File: src/rtl/sta_defs.vh
`ifndef STA_DEFS_VH
`define STA_DEFS_VH
// ==========================================================
// Command codes.
`define STA_CMD_ALM_NOW    8'h02
`define STA_CMD_MODE_RD    8'h00
`define STA_CMD_HIST_RD    8'h33
`define STA_CMD_SNAP_RD    8'h35
`define STA_CMD_PT_POS     8'h40
`define STA_CMD_PT_SPD     8'h50
`define STA_CMD_PT_ACC     8'h54
`define STA_CMD_PT_DEC     8'h58
`define STA_CMD_PT_DWELL   8'h60
`define STA_CMD_PT_AUX     8'h64
`define STA_CMD_CLEAR      8'h82
`define STA_CMD_TEST_MODE  8'h8B
`define STA_CMD_IO_EN      8'h90
`define STA_CMD_FORCE_OUT  8'h92
`define STA_CMD_POS_CTRL   8'hA0
// ==========================================================
// Data numbers.
`define STA_DN_ZERO        8'h00
`define STA_DN_MODE_RD     8'h12
`define STA_DN_HIST_NO     4'h1
`define STA_DN_HIST_HR     4'h2
`define STA_DN_HIST_MAX    4'h5
`define STA_DN_SNAP        4'h8
`define STA_DN_SNAP_MAX    4'hE
`define STA_DN_HIST_CLR    8'h20
`define STA_DN_DO_DIS      8'h03
`define STA_DN_DO_EN       8'h13
`define STA_DN_FORCE_OUT   8'hA0
`define STA_DN_POS_CTRL    8'h41
// ==========================================================
// Data values and texts.
`define STA_KEY_CLEAR      32'h00001EA5
`define STA_TXT_STOP       32'h53544F50
`define STA_TXT_GO         32'h474F2020
`define STA_TXT_DISCARD    32'h434C5220
`define STA_NO_ALARM       8'hFF
`define STA_HR_RESET       16'h0000
`define STA_HIST_DEPTH     6
// ==========================================================
// Test operation modes.
`define STA_MODE_NORMAL    3'h0
`define STA_MODE_JOG       3'h1
`define STA_MODE_POSN      3'h2
`define STA_MODE_MOTORLESS 3'h3
`define STA_MODE_FORCE     3'h4
`define STA_MODE_STEP      3'h5
// ==========================================================
// Auxiliary read selectors.
`define STA_SEL_POS        3'h0
`define STA_SEL_SPD        3'h1
`define STA_SEL_ACC        3'h2
`define STA_SEL_DEC        3'h3
`define STA_SEL_DWELL      3'h4
`define STA_SEL_AUXF       3'h5
`define STA_SEL_SNAP       3'h6
// ==========================================================
// Timing.
`define STA_CLK_HZ         100000000
`define STA_WDOG_MS        500
`endif

File: src/rtl/sta_cmd.v
`timescale 1ns/10ps
`include "sta_defs.vh"

// Notes on behaviour
// - STOP during positioning decelerates, temporary stop
// - GO resumes move from temporary stop
// - CLR ends move, drops remaining distance
// - Forced outputs ignore servo state
// - Mode value 0004 enters forced output
// - Command 92 A0 sets three output pins
// - Mode value 0000 leaves forced output
// - Mode value 0003 enters motorless operation
// - Motorless ignores cancel; only power cycle
// - History alarm numbers, 00FF means none
// - History occurrence hours in whole hours
// - 82 20 1EA5 erases history
// - Current alarm number or 00FF
// - Status snapshot at alarm, items 80-8E
// - 82 00 1EA5 clears alarm like pin
// - Point table position and speed reads
// - Point table accel and decel reads
// - Point table dwell and auxiliary reads
// - Mode values 0001 to 0005 select test
// - Half-second silence in test stops motor
module sta_cmd #(
    parameter WDOG_CYC = `STA_WDOG_MS * (`STA_CLK_HZ / 1000)
) (
    input  wire        MCLK,
    input  wire        RST_N,
    input  wire        CE,
    input  wire        CMD_VALID,
    input  wire [7:0]  CMD_CODE,
    input  wire [7:0]  CMD_DNUM,
    input  wire [31:0] CMD_DATA,
    output reg         CMD_READY,
    output reg         REPLY_VALID,
    output reg         REPLY_ERR,
    output reg  [31:0] REPLY_DATA,
    output reg         AUX_RD,
    output reg  [2:0]  AUX_SEL,
    output reg  [7:0]  AUX_IDX,
    input  wire [31:0] AUX_RDATA,
    input  wire        MOVE_BUSY,
    output reg         POS_HOLD,
    output reg         POS_RESUME,
    output reg         POS_DISCARD,
    output reg         COMM_TIMEOUT,
    output reg  [2:0]  TEST_MODE,
    input  wire        ALARM_EVT,
    input  wire [7:0]  ALARM_NO,
    input  wire [15:0] HOUR_COUNT,
    input  wire        ALARM_CLEAR_INPUT,
    output reg         ALARM_ACTIVE,
    output reg  [7:0]  ALARM_NOW,
    input  wire [2:0]  NORMAL_OUT,
    output reg  [2:0]  OUTPUT_CONNECTOR
);

    // ==========================================================
    // Declarations.
    localparam S_IDLE = 2'b01;
    localparam S_AUX  = 2'b10;
    localparam P_RUN  = 2'b01;
    localparam P_HOLD = 2'b10;

    reg  [1:0]  st_reg;
    reg  [1:0]  pst_reg;
    reg         aux_wait_reg;
    reg  [2:0]  force_reg;
    reg         do_dis_reg;
    reg  [25:0] wdog_reg;
    reg         clr_s1_reg;
    reg         clr_s2_reg;
    reg         clr_s3_reg;
    reg  [7:0]  hist_no [0:`STA_HIST_DEPTH-1];
    reg  [15:0] hist_hr [0:`STA_HIST_DEPTH-1];
    integer     i;

    wire        take     = CE & CMD_VALID & CMD_READY & st_reg[0];
    wire        key_ok   = (CMD_DATA == `STA_KEY_CLEAR);
    wire [3:0]  dn_hi    = CMD_DNUM[7:4];
    wire [3:0]  dn_lo    = CMD_DNUM[3:0];
    wire        dn_pt    = (CMD_DNUM != `STA_DN_ZERO);
    wire        pos_cmd  = take & (CMD_CODE == `STA_CMD_POS_CTRL)
                           & (CMD_DNUM == `STA_DN_POS_CTRL);
    wire        mode_cmd = take & (CMD_CODE == `STA_CMD_TEST_MODE)
                           & (CMD_DNUM == `STA_DN_ZERO);
    wire        clr_pin  = clr_s2_reg & ~clr_s3_reg;
    wire        alm_clr  = (take & (CMD_CODE == `STA_CMD_CLEAR)
                           & (CMD_DNUM == `STA_DN_ZERO) & key_ok) | clr_pin;
    wire        hist_clr = take & (CMD_CODE == `STA_CMD_CLEAR)
                           & (CMD_DNUM == `STA_DN_HIST_CLR) & key_ok;
    wire [2:0]  h_idx    = dn_lo[2:0];

    // ==========================================================
    // Alarm clear pin synchroniser; a rise is detected from the second and third stages.
    always @(posedge MCLK) begin
        if (!RST_N) begin
            clr_s1_reg <= 1'b0;
            clr_s2_reg <= 1'b0;
            clr_s3_reg <= 1'b0;
        end else if (CE) begin
            clr_s1_reg <= ALARM_CLEAR_INPUT;
            clr_s2_reg <= clr_s1_reg;
            clr_s3_reg <= clr_s2_reg;
        end
    end

    // ==========================================================
    // Current alarm and history; a new alarm beats a same-cycle clear so none is lost.
    always @(posedge MCLK) begin
        if (!RST_N) begin
            ALARM_ACTIVE <= 1'b0;
            ALARM_NOW    <= `STA_NO_ALARM;
            for (i = 0; i < `STA_HIST_DEPTH; i = i + 1) begin
                hist_no[i] <= `STA_NO_ALARM;
                hist_hr[i] <= `STA_HR_RESET;
            end
        end else if (CE) begin
            if (ALARM_EVT) begin
                ALARM_ACTIVE <= 1'b1;
                ALARM_NOW    <= ALARM_NO;
            end else if (alm_clr) begin
                ALARM_ACTIVE <= 1'b0;
                ALARM_NOW    <= `STA_NO_ALARM;
            end
            if (ALARM_EVT) begin
                for (i = `STA_HIST_DEPTH - 1; i > 0; i = i - 1) begin
                    hist_no[i] <= hist_clr ? `STA_NO_ALARM : hist_no[i-1];
                    hist_hr[i] <= hist_clr ? `STA_HR_RESET : hist_hr[i-1];
                end
                hist_no[0] <= ALARM_NO;
                hist_hr[0] <= HOUR_COUNT;
            end else if (hist_clr) begin
                for (i = 0; i < `STA_HIST_DEPTH; i = i + 1) begin
                    hist_no[i] <= `STA_NO_ALARM;
                    hist_hr[i] <= `STA_HR_RESET;
                end
            end
        end
    end

    // ==========================================================
    // Test mode; only reset, standing in for a power cycle, ends motorless.
    always @(posedge MCLK) begin
        if (!RST_N) begin
            TEST_MODE <= `STA_MODE_NORMAL;
        end else if (mode_cmd && TEST_MODE != `STA_MODE_MOTORLESS) begin
            // values up to five load as is
            if (CMD_DATA <= {29'h0, `STA_MODE_STEP})
                TEST_MODE <= CMD_DATA[2:0];
        end
    end

    // ==========================================================
    // Forced and normal outputs. Forced pins stay latched between
    // test sessions so a re-entry starts from the last pattern.
    always @(posedge MCLK) begin
        if (!RST_N) begin
            force_reg        <= 3'h0;
            do_dis_reg       <= 1'b0;
            OUTPUT_CONNECTOR <= 3'h0;
        end else if (CE) begin
            if (take && CMD_CODE == `STA_CMD_FORCE_OUT && CMD_DNUM == `STA_DN_FORCE_OUT)
                force_reg <= CMD_DATA[2:0];
            if (take && CMD_CODE == `STA_CMD_IO_EN && key_ok) begin
                if (CMD_DNUM == `STA_DN_DO_DIS)
                    do_dis_reg <= 1'b1;
                else if (CMD_DNUM == `STA_DN_DO_EN)
                    do_dis_reg <= 1'b0;
            end
            if (TEST_MODE == `STA_MODE_FORCE)
                OUTPUT_CONNECTOR <= force_reg;
            else
                OUTPUT_CONNECTOR <= do_dis_reg ? 3'h0 : NORMAL_OUT;
        end
    end

    // ==========================================================
    // Communication watchdog, armed only in a test mode.
    always @(posedge MCLK) begin
        if (!RST_N) begin
            wdog_reg     <= 26'h0;
            COMM_TIMEOUT <= 1'b0;
        end else if (CE) begin
            if (CMD_VALID || TEST_MODE == `STA_MODE_NORMAL) begin
                wdog_reg     <= 26'h0;
                COMM_TIMEOUT <= 1'b0;
            end else if (wdog_reg >= WDOG_CYC[25:0] - 26'h1) begin
                COMM_TIMEOUT <= 1'b1;
            end else begin
                wdog_reg <= wdog_reg + 26'h1;
            end
        end
    end

    // ==========================================================
    // Positioning temporary stop machine.
    always @(posedge MCLK) begin
        if (!RST_N) begin
            pst_reg     <= P_RUN;
            POS_HOLD    <= 1'b0;
            POS_RESUME  <= 1'b0;
            POS_DISCARD <= 1'b0;
        end else if (CE) begin
            POS_RESUME  <= 1'b0;
            POS_DISCARD <= 1'b0;
            case (pst_reg)
                P_RUN: begin
                    // stop during move; only when moving
                    if (pos_cmd && CMD_DATA == `STA_TXT_STOP && MOVE_BUSY
                        && TEST_MODE == `STA_MODE_POSN) begin
                        pst_reg  <= P_HOLD;
                        POS_HOLD <= 1'b1;
                    end
                end
                P_HOLD: begin
                    if (TEST_MODE != `STA_MODE_POSN) begin
                        pst_reg     <= P_RUN;
                        POS_HOLD    <= 1'b0;
                        POS_DISCARD <= 1'b1;
                    end else if (pos_cmd && CMD_DATA == `STA_TXT_GO) begin
                        pst_reg    <= P_RUN;
                        POS_HOLD   <= 1'b0;
                        POS_RESUME <= 1'b1;
                    end else if (pos_cmd && CMD_DATA == `STA_TXT_DISCARD) begin
                        pst_reg     <= P_RUN;
                        POS_HOLD    <= 1'b0;
                        POS_DISCARD <= 1'b1;
                    end
                end
                default: begin
                    pst_reg  <= P_RUN;
                    POS_HOLD <= 1'b0;
                end
            endcase
        end
    end

    // ==========================================================
    // Reads and replies; table and snapshot data arrive one cycle late.
    always @(posedge MCLK) begin
        if (!RST_N) begin
            st_reg       <= S_IDLE;
            aux_wait_reg <= 1'b0;
            CMD_READY    <= 1'b0;
            REPLY_VALID  <= 1'b0;
            REPLY_ERR    <= 1'b0;
            REPLY_DATA   <= 32'h0;
            AUX_RD       <= 1'b0;
            AUX_SEL      <= `STA_SEL_POS;
            AUX_IDX      <= 8'h0;
        end else if (CE) begin
            REPLY_VALID <= 1'b0;
            AUX_RD      <= 1'b0;
            case (st_reg)
                S_IDLE: begin
                    CMD_READY <= 1'b1;
                    if (take) begin
                        REPLY_VALID <= 1'b1;
                        REPLY_ERR   <= 1'b0;
                        REPLY_DATA  <= 32'h0;
                        case (CMD_CODE)
                            `STA_CMD_ALM_NOW:
                                if (CMD_DNUM == `STA_DN_ZERO)
                                    REPLY_DATA <= {24'h0, ALARM_NOW};
                                else
                                    REPLY_ERR <= 1'b1;
                            `STA_CMD_MODE_RD:
                                if (CMD_DNUM == `STA_DN_MODE_RD)
                                    REPLY_DATA <= {29'h0, TEST_MODE};
                                else
                                    REPLY_ERR <= 1'b1;
                            `STA_CMD_HIST_RD:
                                if (dn_lo > `STA_DN_HIST_MAX)
                                    REPLY_ERR <= 1'b1;
                                else if (dn_hi == `STA_DN_HIST_NO)
                                    REPLY_DATA <= {24'h0, hist_no[h_idx]};
                                else if (dn_hi == `STA_DN_HIST_HR)
                                    REPLY_DATA <= {16'h0, hist_hr[h_idx]};
                                else
                                    REPLY_ERR <= 1'b1;
                            `STA_CMD_SNAP_RD:
                                if (dn_hi == `STA_DN_SNAP && dn_lo <= `STA_DN_SNAP_MAX) begin
                                    REPLY_VALID <= 1'b0;
                                    AUX_RD      <= 1'b1;
                                    AUX_SEL     <= `STA_SEL_SNAP;
                                    AUX_IDX     <= {4'h0, dn_lo};
                                    st_reg      <= S_AUX;
                                    CMD_READY   <= 1'b0;
                                end else
                                    REPLY_ERR <= 1'b1;
                            // position and speed; accel and decel; dwell and auxiliary
                            `STA_CMD_PT_POS, `STA_CMD_PT_SPD, `STA_CMD_PT_ACC,
                            `STA_CMD_PT_DEC, `STA_CMD_PT_DWELL, `STA_CMD_PT_AUX:
                                if (dn_pt) begin
                                    REPLY_VALID <= 1'b0;
                                    AUX_RD      <= 1'b1;
                                    AUX_IDX     <= CMD_DNUM;
                                    st_reg      <= S_AUX;
                                    CMD_READY   <= 1'b0;
                                    case (CMD_CODE)
                                        `STA_CMD_PT_POS: AUX_SEL <= `STA_SEL_POS;
                                        `STA_CMD_PT_SPD: AUX_SEL <= `STA_SEL_SPD;
                                        `STA_CMD_PT_ACC: AUX_SEL <= `STA_SEL_ACC;
                                        `STA_CMD_PT_DEC: AUX_SEL <= `STA_SEL_DEC;
                                        `STA_CMD_PT_DWELL: AUX_SEL <= `STA_SEL_DWELL;
                                        default: AUX_SEL <= `STA_SEL_AUXF;
                                    endcase
                                end else
                                    REPLY_ERR <= 1'b1;
                            `STA_CMD_CLEAR:
                                REPLY_ERR <= ~key_ok;
                            `STA_CMD_TEST_MODE, `STA_CMD_IO_EN,
                            `STA_CMD_FORCE_OUT, `STA_CMD_POS_CTRL:
                                REPLY_ERR <= 1'b0;
                            default:
                                REPLY_ERR <= 1'b1;
                        endcase
                    end
                end
                S_AUX: begin
                    // Data is valid the cycle after the strobe.
                    if (aux_wait_reg) begin
                        aux_wait_reg <= 1'b0;
                        REPLY_VALID  <= 1'b1;
                        REPLY_DATA   <= AUX_RDATA;
                        st_reg       <= S_IDLE;
                        CMD_READY    <= 1'b1;
                    end else begin
                        aux_wait_reg <= 1'b1;
                    end
                end
                default: begin
                    st_reg    <= S_IDLE;
                    CMD_READY <= 1'b0;
                end
            endcase
        end
    end

endmodule

File: config.mk
export PLATFORM = sky130hd
export DESIGN_NAME = sta_cmd
export DESIGN_NICKNAME = d
export VERILOG_FILES = /design/src/rtl/sta_cmd.v
export VERILOG_INCLUDE_DIRS = /design/src /design/src/rtl
export SDC_FILE = /design/constraint.sdc
export NUM_CORES = 1
export LEC_CHECK = 0
export ABC_AREA = 0
export BUFFER_PORTS_ARGS = -buffer_cell sky130_fd_sc_hd__buf_2
export CORE_UTILIZATION = 59
export CTS_BUF_LIST = sky130_fd_sc_hd__clkbuf_4 sky130_fd_sc_hd__clkbuf_8
export CTS_CLUSTER_SIZE = 10
export DETAILED_ROUTE_END_ITERATION = 10
export PLACE_DENSITY = 0.87
export SLEW_MARGIN = 5
export SYNTH_ARGS = -nofsm -noshare
export SYNTH_HDL_FRONTEND = slang
export SYNTH_SLANG_ARGS = --single-unit
File: constraint.sdc
create_clock -name MCLK -period 8 [get_ports MCLK]
set_clock_uncertainty 0.2 [all_clocks]
set_input_delay 2.4 -clock MCLK [delete_from_list [all_inputs] [get_ports MCLK]]
set_output_delay 2.4 -clock MCLK [all_outputs]
set_load 0.01 [all_outputs]
==> results.ini, run 1 <==
[run_status]
status = finished, final reports clean

[power_and_ir_drop]
pwr-share-comb_pct = 7.7
seqPwrFrac_pct = 51.4
powerDensity_nw_per_um2 = 199
p_int_mw = 2.11
p_sw_share_pct = 23.9
p_sw_mw = 0.663
max-vdd-ir-drop_mv = 0.134
cellLeakagePower_nw = 5.17
clkPwrFrac_pct = 40.9

[synthesis]
synth.avg_cell_area_sq_um = 11.1
ys.flop_type = edfxtp_1
synth-seq-area-share_pct = 53.3
synth-edff-count = 144
netlist_area_sq_um = 12000
yosys_warnings = 0
syn-num-nets = 1199
synth.distinct_cells = 80
synth_seq_cells = 247
ys_async_sr_fraction_pct = 0
syn_inst = 1082

[global_routing]
grt_usage_pct = 29.1
antenna_found_initial = 4
grt_max_degree = 64
grt_overflow = 0
grt_pass1_vias = 8992
grt_first_pass_wirelength_mm = 46.5

[timing]
max_slew_margin_pct = 29.5
slew_viol_final = 0
max_freq_ghz = 0.191
worst_pin_slew_ns = 1.05
hold_viol_final = 0
fin_crit_ns = 5.24
setup_viol = 0
tns_ns = 0
rsz0062_at_grt = false
fin_crit_sh_pct = 65.5

[hold_path]
worstHoldPathCells = 2
hold_path.class = register to register

[floorplan]
core-area_sq_um = 19700
pin_count = 180
rows = 51
die_h_um = 144
die_w_um = 144
fp.dieArea_sq_um = 20900
initial_core_util_pct = 60.9

[setup_path]
cp-end-kind = register
crit_start = CMD_DATA[4]
regToRegSetupSlack_ns = 4.83
cp-endpoint = hist_no[0][6]
reg2reg_depth = 6
arrival_ns = 5.26
crit_type = input pin to register
critPathMaxFanout = 63
crit-reg2reg-launch = CMD_READY
r2r_end = hist_no[0][6]
worst_setup_path_start_kind = input pin
cp.required_ns = 8.01

[final_layout]
largest_reg_flops = 96
fillers = 1409
largest-register = hist_hr
stdcell_area_sq_um = 13900
reg_top3 = hist_hr: 96 flops, hist_no: 48 flops, REPLY_DATA: 32 flops
final_cell_mix = 179 x buf_2, 144 x edfxtp_1, 103 x dfxtp_1, 100 x and2_1, 85 x nand2_1
nets = 1362
finalNonFillerCells = 1544
final_util_pct = 70.7
final_layout_size_suffix_gt1_share_pct = 25.1
syn_to_final_growth_pct = 16.0
mostFrequentLayoutCell = buf_2

[clock_network]
hold_buffers = 0
clock_latency_ns = 0.55
root_buffer = clkbuf_8
path_clk_slew_ns = 0.06
clock_path_buffers = 3
cts_resized = 0
htree_levels = 2
cts_made_buffers = 41
cts_tree = built
numClockSinks = 247
post_cts_buffers = 0

[route]
wl_per_cell_um = 19.5
drc_errors = 0
drtIter0Drc = 975
routed_wl_mm = 30.1
viasPerCell = 6.07
vias = 9371
first_pass_iters = 5
ant_nets = 0

[placed_design]
portBuffers = 179
dp_hpwl_mm = 20.3
dp_cells = 1467
gp_congestion = 0.932
placed_cell_area_sq_um = 13000

[flow_run]
drv_cap = 0

## area by class of cell
type	instances	area [sq um]	share of cell area, %
sequential	247	6390	46.0
antenna	3	7.51	0.0540
timing repair buffer	192	1010	7.24
tap	265	332	2.39
multi-input combinational	745	5250	37.8
clock inverter	13	66.3	0.477
clock buffer	61	777	5.59
inverter	18	67.6	0.486
## Yosys cell counts (4+ instances only)
cell type  number  area share, %
or4_1           4           0.25
inv_1          17           0.53
a21oi_1        73            3.1
nor4_1         16           0.84
mux2i_1        38            3.2
and3_1          7           0.37
buf_1           6           0.19
or3_1          15           0.78
a21boi_0        8           0.50
o21ai_0        41            1.7
nor2b_1         7           0.37
a211oi_1        6           0.38
nor4b_1         5           0.37
o22ai_1         7           0.37
dfxtp_1       103             17
nand2_1        85            2.7
and2_1        100            5.2
a2111o_1       10           0.94
nand3_1        43            1.8
nor3_1         14           0.59
clkbuf_1       55            1.7
nand2b_1       50            2.6
nand3b_1        4           0.25
mux4_2         32            6.0
a221oi_1       10           0.73
nor4bb_1        4           0.33
a31oi_1         4           0.21
mux2_2          7           0.66
nor3b_1         7           0.44
nor2_1         55            1.7
buf_2           6           0.25
nand4_1        21            1.1
edfxtp_1      144             36
## through the flow
| step | setup WS (ns) | power (mW) | hold WS, ns |
|---|---|---|---|
| after floorplan | 0.592 | 1.57 | 0.242 |
| after global placement | 2.35 | 1.65 | 0.234 |
| after detailed placement | 2.26 | 1.66 | 0.242 |
| after CTS | 2.82 | 2.78 | 0.250 |
| after global routing | 2.54 | 2.86 | 0.267 |
| final | 2.76 | 2.77 | 0.247 |
## critical path: stages
cell and delay (ns):
buf_2 0.10, nor4_1 0.63, nand2_1 0.14, nor4_1 0.62, nand2_1 0.26, nand3_4 0.67, buf_12 0.39
## worst min path at each step
stage              startpoint             end
4_1_cts        REPLY_DATA[23]  REPLY_DATA[23]
5_1_grt        REPLY_DATA[21]  REPLY_DATA[21]
3_3_place_gp   REPLY_DATA[23]  REPLY_DATA[23]
2_1_floorplan     wdog_reg[6]     wdog_reg[6]
6_report       REPLY_DATA[25]  REPLY_DATA[25]
3_5_place_dp   REPLY_DATA[23]  REPLY_DATA[23]
## layer usage
layer	share of wire, %	vias to the layer above	track usage, %	routed length [um]
li1	-	4376	-	-
met1	40	4474	38.2	12000
met2	49	455	47.4	14700
met3	7.7	66	4.97	2330
met4	3.2	0	13.1	973
met5	0	-	0	0
## power groups by stage
stage          Clock [mW]  Combinational, mW  Sequential, mW
3_5_place_dp            0              0.212            1.45
4_1_cts              1.15              0.213            1.42
2_1_floorplan           0              0.129            1.44
6_report             1.13              0.215            1.42
3_3_place_gp            0              0.206            1.44
5_1_grt              1.20              0.232            1.43
## kinds of logic after synthesis
family	synth area share (%)
flip-flops	53.3
adder cells (fa/ha/maj)	0.397
XOR/XNOR	0.366
multiplexers	9.85
buffers and inverters	3.10
AND/OR/NAND/NOR	21.8
AO/OA/AOI/OAI	11.1
Power figures use the tool's default switching activity.
==> run 2, diff against run 1 <==
==> constraint.sdc (replaced) <==
create_clock -name MCLK -period 5.3 [get_ports MCLK]
set_clock_uncertainty 0.2 [all_clocks]
set_input_delay 1.59 -clock MCLK [delete_from_list [all_inputs] [get_ports MCLK]]
set_output_delay 1.59 -clock MCLK [all_outputs]
set_load 0.01 [all_outputs]
==> results.ini, run 2 (synthesis gave the netlist of run 1 again) <==
[run_status]
status = finished, final reports clean  ; unchanged

[setup_path]
crit_chain = buf_2 -> nor4_4 -> nand2_1 -> nor3_1 -> nand2_1 -> nand3_4 -> buf_4  ; was buf_2 -> nor4_1 -> nand2_1 -> nor4_1 -> nand2_1 -> nand3_4 -> buf_12
cp-end-kind = register  ; unchanged
cp.required_ns = 5.32  ; was 8.01 ns
slowest_delay_ns = 0.47  ; was 0.67 ns
worst_setup_path_start_kind = input pin  ; unchanged
arrival_ns = 3.90  ; was 5.26 ns
reg2reg_depth = 7  ; was 6
crit_type = input pin to register  ; unchanged
crit-reg2reg-launch = st_reg[0]  ; was CMD_READY
cp_top_family = simple AND/OR/NAND/NOR gates  ; unchanged
cp_num_buf_inv = 2  ; unchanged
r2r_end = REPLY_DATA[2]  ; was hist_no[0][6]
critPathMaxFanout = 31  ; was 63
regToRegSetupSlack_ns = 2.42  ; was 4.83 ns
crit_slowest_cell = nor4_4  ; was nand3_4
cpMostUsedCell = nand2_1

[placed_design]
portBuffers = 179  ; unchanged
gp_congestion = 0.962  ; was 0.932
dp_hpwl_mm = 21.1  ; was 20.3 mm
placed_cell_area_sq_um = 13100  ; was 13000 sq um

[final_layout]
largest_reg_flops = 96  ; unchanged
mostFrequentLayoutCell = buf_2  ; unchanged
stdcell_area_sq_um = 13900  ; about the same
largest-register = hist_hr  ; unchanged
nets = 1371  ; was 1362
final_layout_size_suffix_gt1_share_pct = 25.7  ; was 25.1%
antennaDiodeCount = 0  ; was 3
final_cell_mix = 179 x buf_2, 144 x edfxtp_1, 103 x dfxtp_1, 100 x and2_1, 85 x nand2_1  ; unchanged
reg_top3 = hist_hr: 96 flops, hist_no: 48 flops, REPLY_DATA: 32 flops  ; unchanged
fillers = 1390  ; was 1409
final_util_pct = 70.9  ; was 70.7%
syn_to_final_growth_pct = 16.4  ; was 16.0%

[floorplan]
die_w_um = 144  ; unchanged
fp.dieArea_sq_um = 20900  ; unchanged
core-area_sq_um = 19700  ; unchanged
die_h_um = 144  ; unchanged
pin_count = 180  ; unchanged
initial_core_util_pct = 60.9  ; unchanged
rows = 51  ; unchanged

[clock_network]
root_buffer = clkbuf_8  ; unchanged
hold_buffers = 0  ; unchanged
cts_made_buffers = 41  ; unchanged
cts_resized = 0  ; unchanged
cts_tree = built  ; unchanged
path_clk_slew_ns = 0.06  ; about the same
numClockSinks = 247  ; unchanged
htree_levels = 2  ; unchanged
post_cts_buffers = 0  ; unchanged
clock_path_buffers = 3  ; unchanged
clock_latency_ns = 0.55  ; about the same

[hold_path]
worstHoldPathCells = 2  ; unchanged
hold_path.class = register to register  ; unchanged
hold-path-endpoint = REPLY_DATA[18]  ; was REPLY_DATA[25]
hold_start = REPLY_DATA[18]  ; was REPLY_DATA[25]

[timing]
tns_ns = 0  ; unchanged
setup_viol = 0  ; unchanged
worst_pin_slew_ns = 0.977  ; was 1.05 ns
fin_crit_sh_pct = 73.3
max_slew_margin_pct = 34.9  ; was 29.5%
fin_crit_ns = 3.88
rsz0062_at_grt = false  ; unchanged
max_freq_ghz = 0.258
hold_viol_final = 0  ; unchanged
slew_viol_final = 0  ; unchanged

[global_routing]
antenna_found_initial = 0  ; was 4
grt_usage_pct = 29.1  ; about the same
grt_pass1_vias = 9000  ; was 8992
use_met3_pct = 5.17  ; was 4.97%
grt_max_degree = 121  ; was 64
grt_first_pass_wirelength_mm = 46.5  ; unchanged
use_met2_pct = 47.4  ; about the same
top_usage_layer = met2  ; unchanged
grt_overflow = 0  ; unchanged
met1_usage_pct = 37.5  ; was 38.2%

[power_and_ir_drop]
max-vdd-ir-drop_mv = 0.211  ; was 0.134 mV
powerDensity_nw_per_um2 = 297  ; was 199 nW/um^2
cellLeakagePower_nw = 5.20  ; was 5.17 nW

[flow_run]
drv_cap = 0  ; unchanged

[route]
vias = 9623  ; was 9371
ant_nets = 0  ; unchanged
first_pass_iters = 6  ; was 5
drc_errors = 0  ; unchanged
viasPerCell = 6.22  ; was 6.07
drtIter0Drc = 950  ; was 975
routed_wl_mm = 30.6  ; was 30.1 mm
wl_per_cell_um = 19.8  ; was 19.5 um

[run 2: worst max-delay path by stage]
stage	startpoint	cells after the start	slack, ns	to
2_1_floorplan	RST_N	4	0.23	hist_hr[0][0]
3_3_place_gp	CMD_DNUM[0]	7	0.98	hist_no[1][7]
3_5_place_dp	CMD_DNUM[0]	7	0.90	hist_no[1][7]
4_1_cts	CMD_DNUM[0]	7	1.46	hist_no[2][0]
5_1_grt	CMD_DNUM[0]	7	1.32	hist_no[2][0]
6_report	CMD_DNUM[0]	7	1.42	hist_no[2][0]
[run 2: cell type report]
class	instances	area (sq um)	area share, %
timing repair buffer	201	1090	7.79
tap	265	332	2.38
clock buffer	61	758	5.44
inverter	18	67.6	0.485
clock inverter	10	60.1	0.431
multi-input combinational	745	5250	37.7
sequential	247	6390	45.8
[run 2: per-layer routing]
layer  vias to the layer above  wire, um
li1                       4391         -
met1                      4630     12200
met2                       503     14700
met3                        99      2410
met4                         0      1300
met5                         -         0
[run 2: tightest hold or removal path: stages, from the launching register on]
cell     delay (ns)
dfxtp_1        0.30
nand2_1        0.05
a21oi_1        0.05
[run 2: report_power, final]
part	switching (mW)	internal [mW]	total [mW]
logic	0.193	0.139	0.333
clock network	0.747	0.918	1.67
registers	0.0448	2.10	2.15
[run 2: through the flow]
stage / power [mW] / hold WS [ns] / std cells / setup WS (ns)
after floorplan: 2.37 / 0.242 / 1082 / 0.232
after detailed placement: 2.51 / 0.244 / 1476 / 0.901
after global placement: 2.50 / 0.235 / 1476 / 0.976
final: 4.15 / 0.254 / 1547 / 1.42
after global routing: 4.28 / 0.264 / 1547 / 1.32
after CTS: 4.16 / 0.252 / 1547 / 1.46
==> run 3, diff against run 2 <==
--- a/config.mk
+++ b/config.mk
@@ -6,13 +6,13 @@
 export SDC_FILE = /design/constraint.sdc
 export NUM_CORES = 1
 export LEC_CHECK = 0
-export ABC_AREA = 0
+export ABC_AREA = 1
 export BUFFER_PORTS_ARGS = -buffer_cell sky130_fd_sc_hd__buf_2
-export CORE_UTILIZATION = 59
+export CORE_UTILIZATION = 54
 export CTS_BUF_LIST = sky130_fd_sc_hd__clkbuf_4 sky130_fd_sc_hd__clkbuf_8
 export CTS_CLUSTER_SIZE = 10
 export DETAILED_ROUTE_END_ITERATION = 10
-export PLACE_DENSITY = 0.87
+export PLACE_DENSITY = 0.84
 export SLEW_MARGIN = 5
 export SYNTH_ARGS = -nofsm -noshare
 export SYNTH_HDL_FRONTEND = slang
==> constraint.sdc (replaced) <==
create_clock -name MCLK -period 3.35 [get_ports MCLK]
set_clock_uncertainty 0.2 [all_clocks]
set_input_delay 1.005 -clock MCLK [delete_from_list [all_inputs] [get_ports MCLK]]
set_output_delay 1.005 -clock MCLK [all_outputs]
set_load 0.01 [all_outputs]
==> results.ini, run 3 <==
[clock_network]
numClockSinks = 247  ; unchanged
hold_buffers = 0  ; unchanged
clock_latency_ns = 0.57  ; was 0.55 ns
post_cts_buffers = 0  ; unchanged
root_buffer = clkbuf_8  ; unchanged
cts_made_buffers = 42  ; was 41
clock_path_buffers = 3  ; unchanged
cts_resized = 0  ; unchanged
htree_levels = 2  ; unchanged
path_clk_slew_ns = 0.05  ; was 0.06 ns
cts_tree = built  ; unchanged

[power_and_ir_drop]
powerDensity_nw_per_um2 = 468  ; was 297 nW/um^2
seqPwrFrac_pct = 48.9  ; was 51.8%
finalPower_mw = 6.91  ; was 4.15 mW
pwr-share-comb_pct = 8.4  ; was 8.0%
p_int_mw = 5.24  ; was 3.16 mW
p_sw_share_pct = 24.1  ; was 23.8%
clkPwrFrac_pct = 42.8  ; was 40.2%
p_sw_mw = 1.66  ; was 0.985 mW
max-vdd-ir-drop_mv = 0.340  ; was 0.211 mV
cellLeakagePower_nw = 6.35  ; was 5.20 nW

[global_routing]
grt_overflow = 0  ; unchanged
grt_usage_pct = 28.5  ; was 29.1%
grt_max_degree = 87  ; was 121
antenna_found_initial = 0  ; unchanged
grt_first_pass_wirelength_mm = 53.8  ; was 46.5 mm
grt_pass1_vias = 10900  ; was 9000

[synthesis]
synth-edff-count = 144  ; unchanged
yosys_warnings = 0  ; unchanged
muxShareOfSynthArea_pct = 0  ; was 9.85%
syn-num-nets = 1694  ; was 1199
synth-seq-area-share_pct = 51.3  ; was 53.3%
ys_top_cells_by_area = edfxtp_1 35%, dfxtp_1 17%, nor2_1 8.1%  ; was edfxtp_1 36%, dfxtp_1 17%, mux4_2 6.0%
syn_inst = 1577  ; was 1082
synth-adder-area-share_pct = 0.301  ; was 0.397%
synth_seq_cells = 247  ; unchanged
synth_top_family_by_area = simple AND/OR/NAND/NOR gates  ; unchanged
synth_xor_xnor_area_share_pct = 1.34  ; was 0.366%
synth.cells.most_frequent = 270 x nor2_1, 266 x nand2_1, 230 x inv_1  ; was 144 x edfxtp_1, 103 x dfxtp_1, 100 x and2_1
netlist_area_sq_um = 12500  ; was 12000 sq um
ys_async_sr_fraction_pct = 0  ; unchanged
synth_compound_area_share_pct = 11.5  ; was 11.1%
yosysTopAreaCellShare_pct = 34.7  ; was 36.1%
yosysMostFrequentCell = nor2_1  ; was edfxtp_1
synth-simple-area-share_pct = 25.4  ; was 21.8%
synth.avg_cell_area_sq_um = 7.90  ; was 11.1 sq um
ys.flop_type = edfxtp_1  ; unchanged
yosysTopAreaCell = edfxtp_1  ; unchanged
synth.distinct_cells = 46  ; was 80

[route]
drtIter0Drc = 1058  ; was 950
wl_per_cell_um = 16.0  ; was 19.8 um
routed_wl_mm = 33.6  ; was 30.6 mm
drc_errors = 0  ; unchanged
vias = 11500  ; was 9623
first_pass_iters = 7  ; was 6
viasPerCell = 5.46  ; was 6.22
ant_nets = 0  ; unchanged

[setup_path]
critPathMaxFanout = 34  ; was 31
crit_chain = buf_2 -> nor2_4 -> nand2_1 -> nor2_1 -> nand2_1 -> nor4_1 -> nand2_1 -> o211ai_1 -> buf_4 -> buf_12  ; was buf_2 -> nor4_4 -> nand2_1 -> nor3_1 -> nand2_1 -> nand3_4 -> buf_4
cpMostUsedCell = nand2_1  ; unchanged
cp.required_ns = 3.39  ; was 5.32 ns
arrival_ns = 2.73  ; was 3.90 ns
crit_type = input pin to register  ; unchanged
slowest_delay_ns = 0.33  ; was 0.47 ns
crit_slowest_cell = nor4_1  ; was nor4_4
worst_setup_path_start_kind = input pin  ; unchanged
cp-end-kind = register  ; unchanged
reg2reg_depth = 9  ; was 7

[timing]
worst_pin_slew_ns = 0.668  ; was 0.977 ns
max_freq_ghz = 0.372
rsz0062_at_grt = false  ; unchanged
fin_crit_sh_pct = 80.3
slew_viol_final = 0  ; unchanged
hold_viol_final = 0  ; unchanged
setup_slack_ns = 0.659  ; was 1.42 ns
holdWs_ns = 0.241  ; was 0.254 ns
max_slew_margin_pct = 55.5  ; was 34.9%
setup_viol = 0  ; unchanged
fin_crit_ns = 2.69

[final_layout]
regArea_sq_um = 6390  ; unchanged
antennaDiodeCount = 0  ; unchanged
largest-register = hist_hr  ; unchanged
reg_top3 = hist_hr: 96 flops, hist_no: 48 flops, REPLY_DATA: 32 flops  ; unchanged
mostFrequentLayoutCell = nand2_1  ; was buf_2
syn_to_final_growth_pct = 18.4  ; was 16.4%
largest_reg_flops = 96  ; unchanged
final_layout_size_suffix_gt1_share_pct = 19.2  ; was 25.7%
final_cell_mix = 265 x nand2_1, 264 x nor2_1, 230 x inv_1, 179 x buf_2, 144 x edfxtp_1  ; was 179 x buf_2, 144 x edfxtp_1, 103 x dfxtp_1, 100 x and2_1, 85 x nand2_1
nets = 1895  ; was 1371
stdcell_area_sq_um = 14800  ; was 13900 sq um
multi_input_area_sq_um = 4850  ; was 5250 sq um
fillers = 1915  ; was 1390

[placed_design]
dp_hpwl_mm = 23.9  ; was 21.1 mm
post-place-ws_ns = 0.0929  ; was 0.901 ns
portBuffers = 179  ; unchanged
gp_congestion = 0.889  ; was 0.962
placed_cell_area_sq_um = 13800  ; was 13100 sq um

[hold_path]
worstHoldPathCells = 2  ; unchanged
hold_path.class = register to register  ; unchanged

[run_status]
status = finished, final reports clean  ; unchanged

[floorplan]
core-area_sq_um = 22600  ; was 19700 sq um
fp.dieArea_sq_um = 23700  ; was 20900 sq um
die_h_um = 154  ; was 144 um
die_w_um = 154  ; was 144 um
pin_count = 180  ; unchanged
initial_core_util_pct = 55.0  ; was 60.9%
rows = 55  ; was 51

[flow_run]
drv_cap = 0  ; unchanged

run 3: layout make-up:
class | instances | area share, %
repair buffers | 221 | 8.80
inverters | 246 | 6.26
multi-input cells | 1020 | 32.8
clock buffers | 71 | 5.90
well taps | 285 | 2.42
flip-flops and latches | 247 | 43.3
clock inverters | 7 | 0.500
run 3: power by group through the flow:
stage | registers, mW | clock network [mW] | logic, mW
floorplan | 3.45 | 0 | 0.315
global placement | 3.43 | 0 | 0.553
detailed placement | 3.44 | 0 | 0.569
CTS | 3.37 | 2.99 | 0.573
global route | 3.38 | 3.11 | 0.635
finish | 3.37 | 2.95 | 0.579
run 3: cell families (layout without fill, tap and decap cells):
family / after synthesis / count (layout)
xor gates and xnor gates: 19 / 19
buffers and inverters: 310 / 545
AOI/OAI and AO/OA: 266 / 266
adders and majority gates: 3 / 3
and+or+nand+nor: 732 / 732
DFF: 247 / 247
run 3: critical path, delay by kind of cell:
kind	cells	cell delay (ns)
AND/OR/NAND/NOR	6	0.89
AO/OA/AOI/OAI	1	0.26
buffers and inverters	3	0.55
run 3: path summary, 6_finish.rpt:
kind           startpoint             end  slack (ns)
max          CMD_DATA[17]  hist_hr[0][12]        0.66
min            AUX_SEL[0]      AUX_SEL[0]        0.24
min reg2reg    AUX_SEL[0]      AUX_SEL[0]        0.24
max reg2reg     st_reg[0]   REPLY_DATA[2]        0.68
run 3: stage by stage:
step           std cells  setup TNS, ns  utilization (%)
2_1_floorplan       1577        -581.59                -
3_3_place_gp        2019              0             61.0
3_5_place_dp        2019              0             61.0
4_1_cts             2097              0             65.2
5_1_grt             2097              0             65.2
6_report            2097              0             65.2
run 3: per-layer routing:
layer  wire length, um  GRT usage [%]
met4              1060           11.5
met3              2730           4.03
met5                 0              0
met2             16100           48.9
met1             13700           36.2
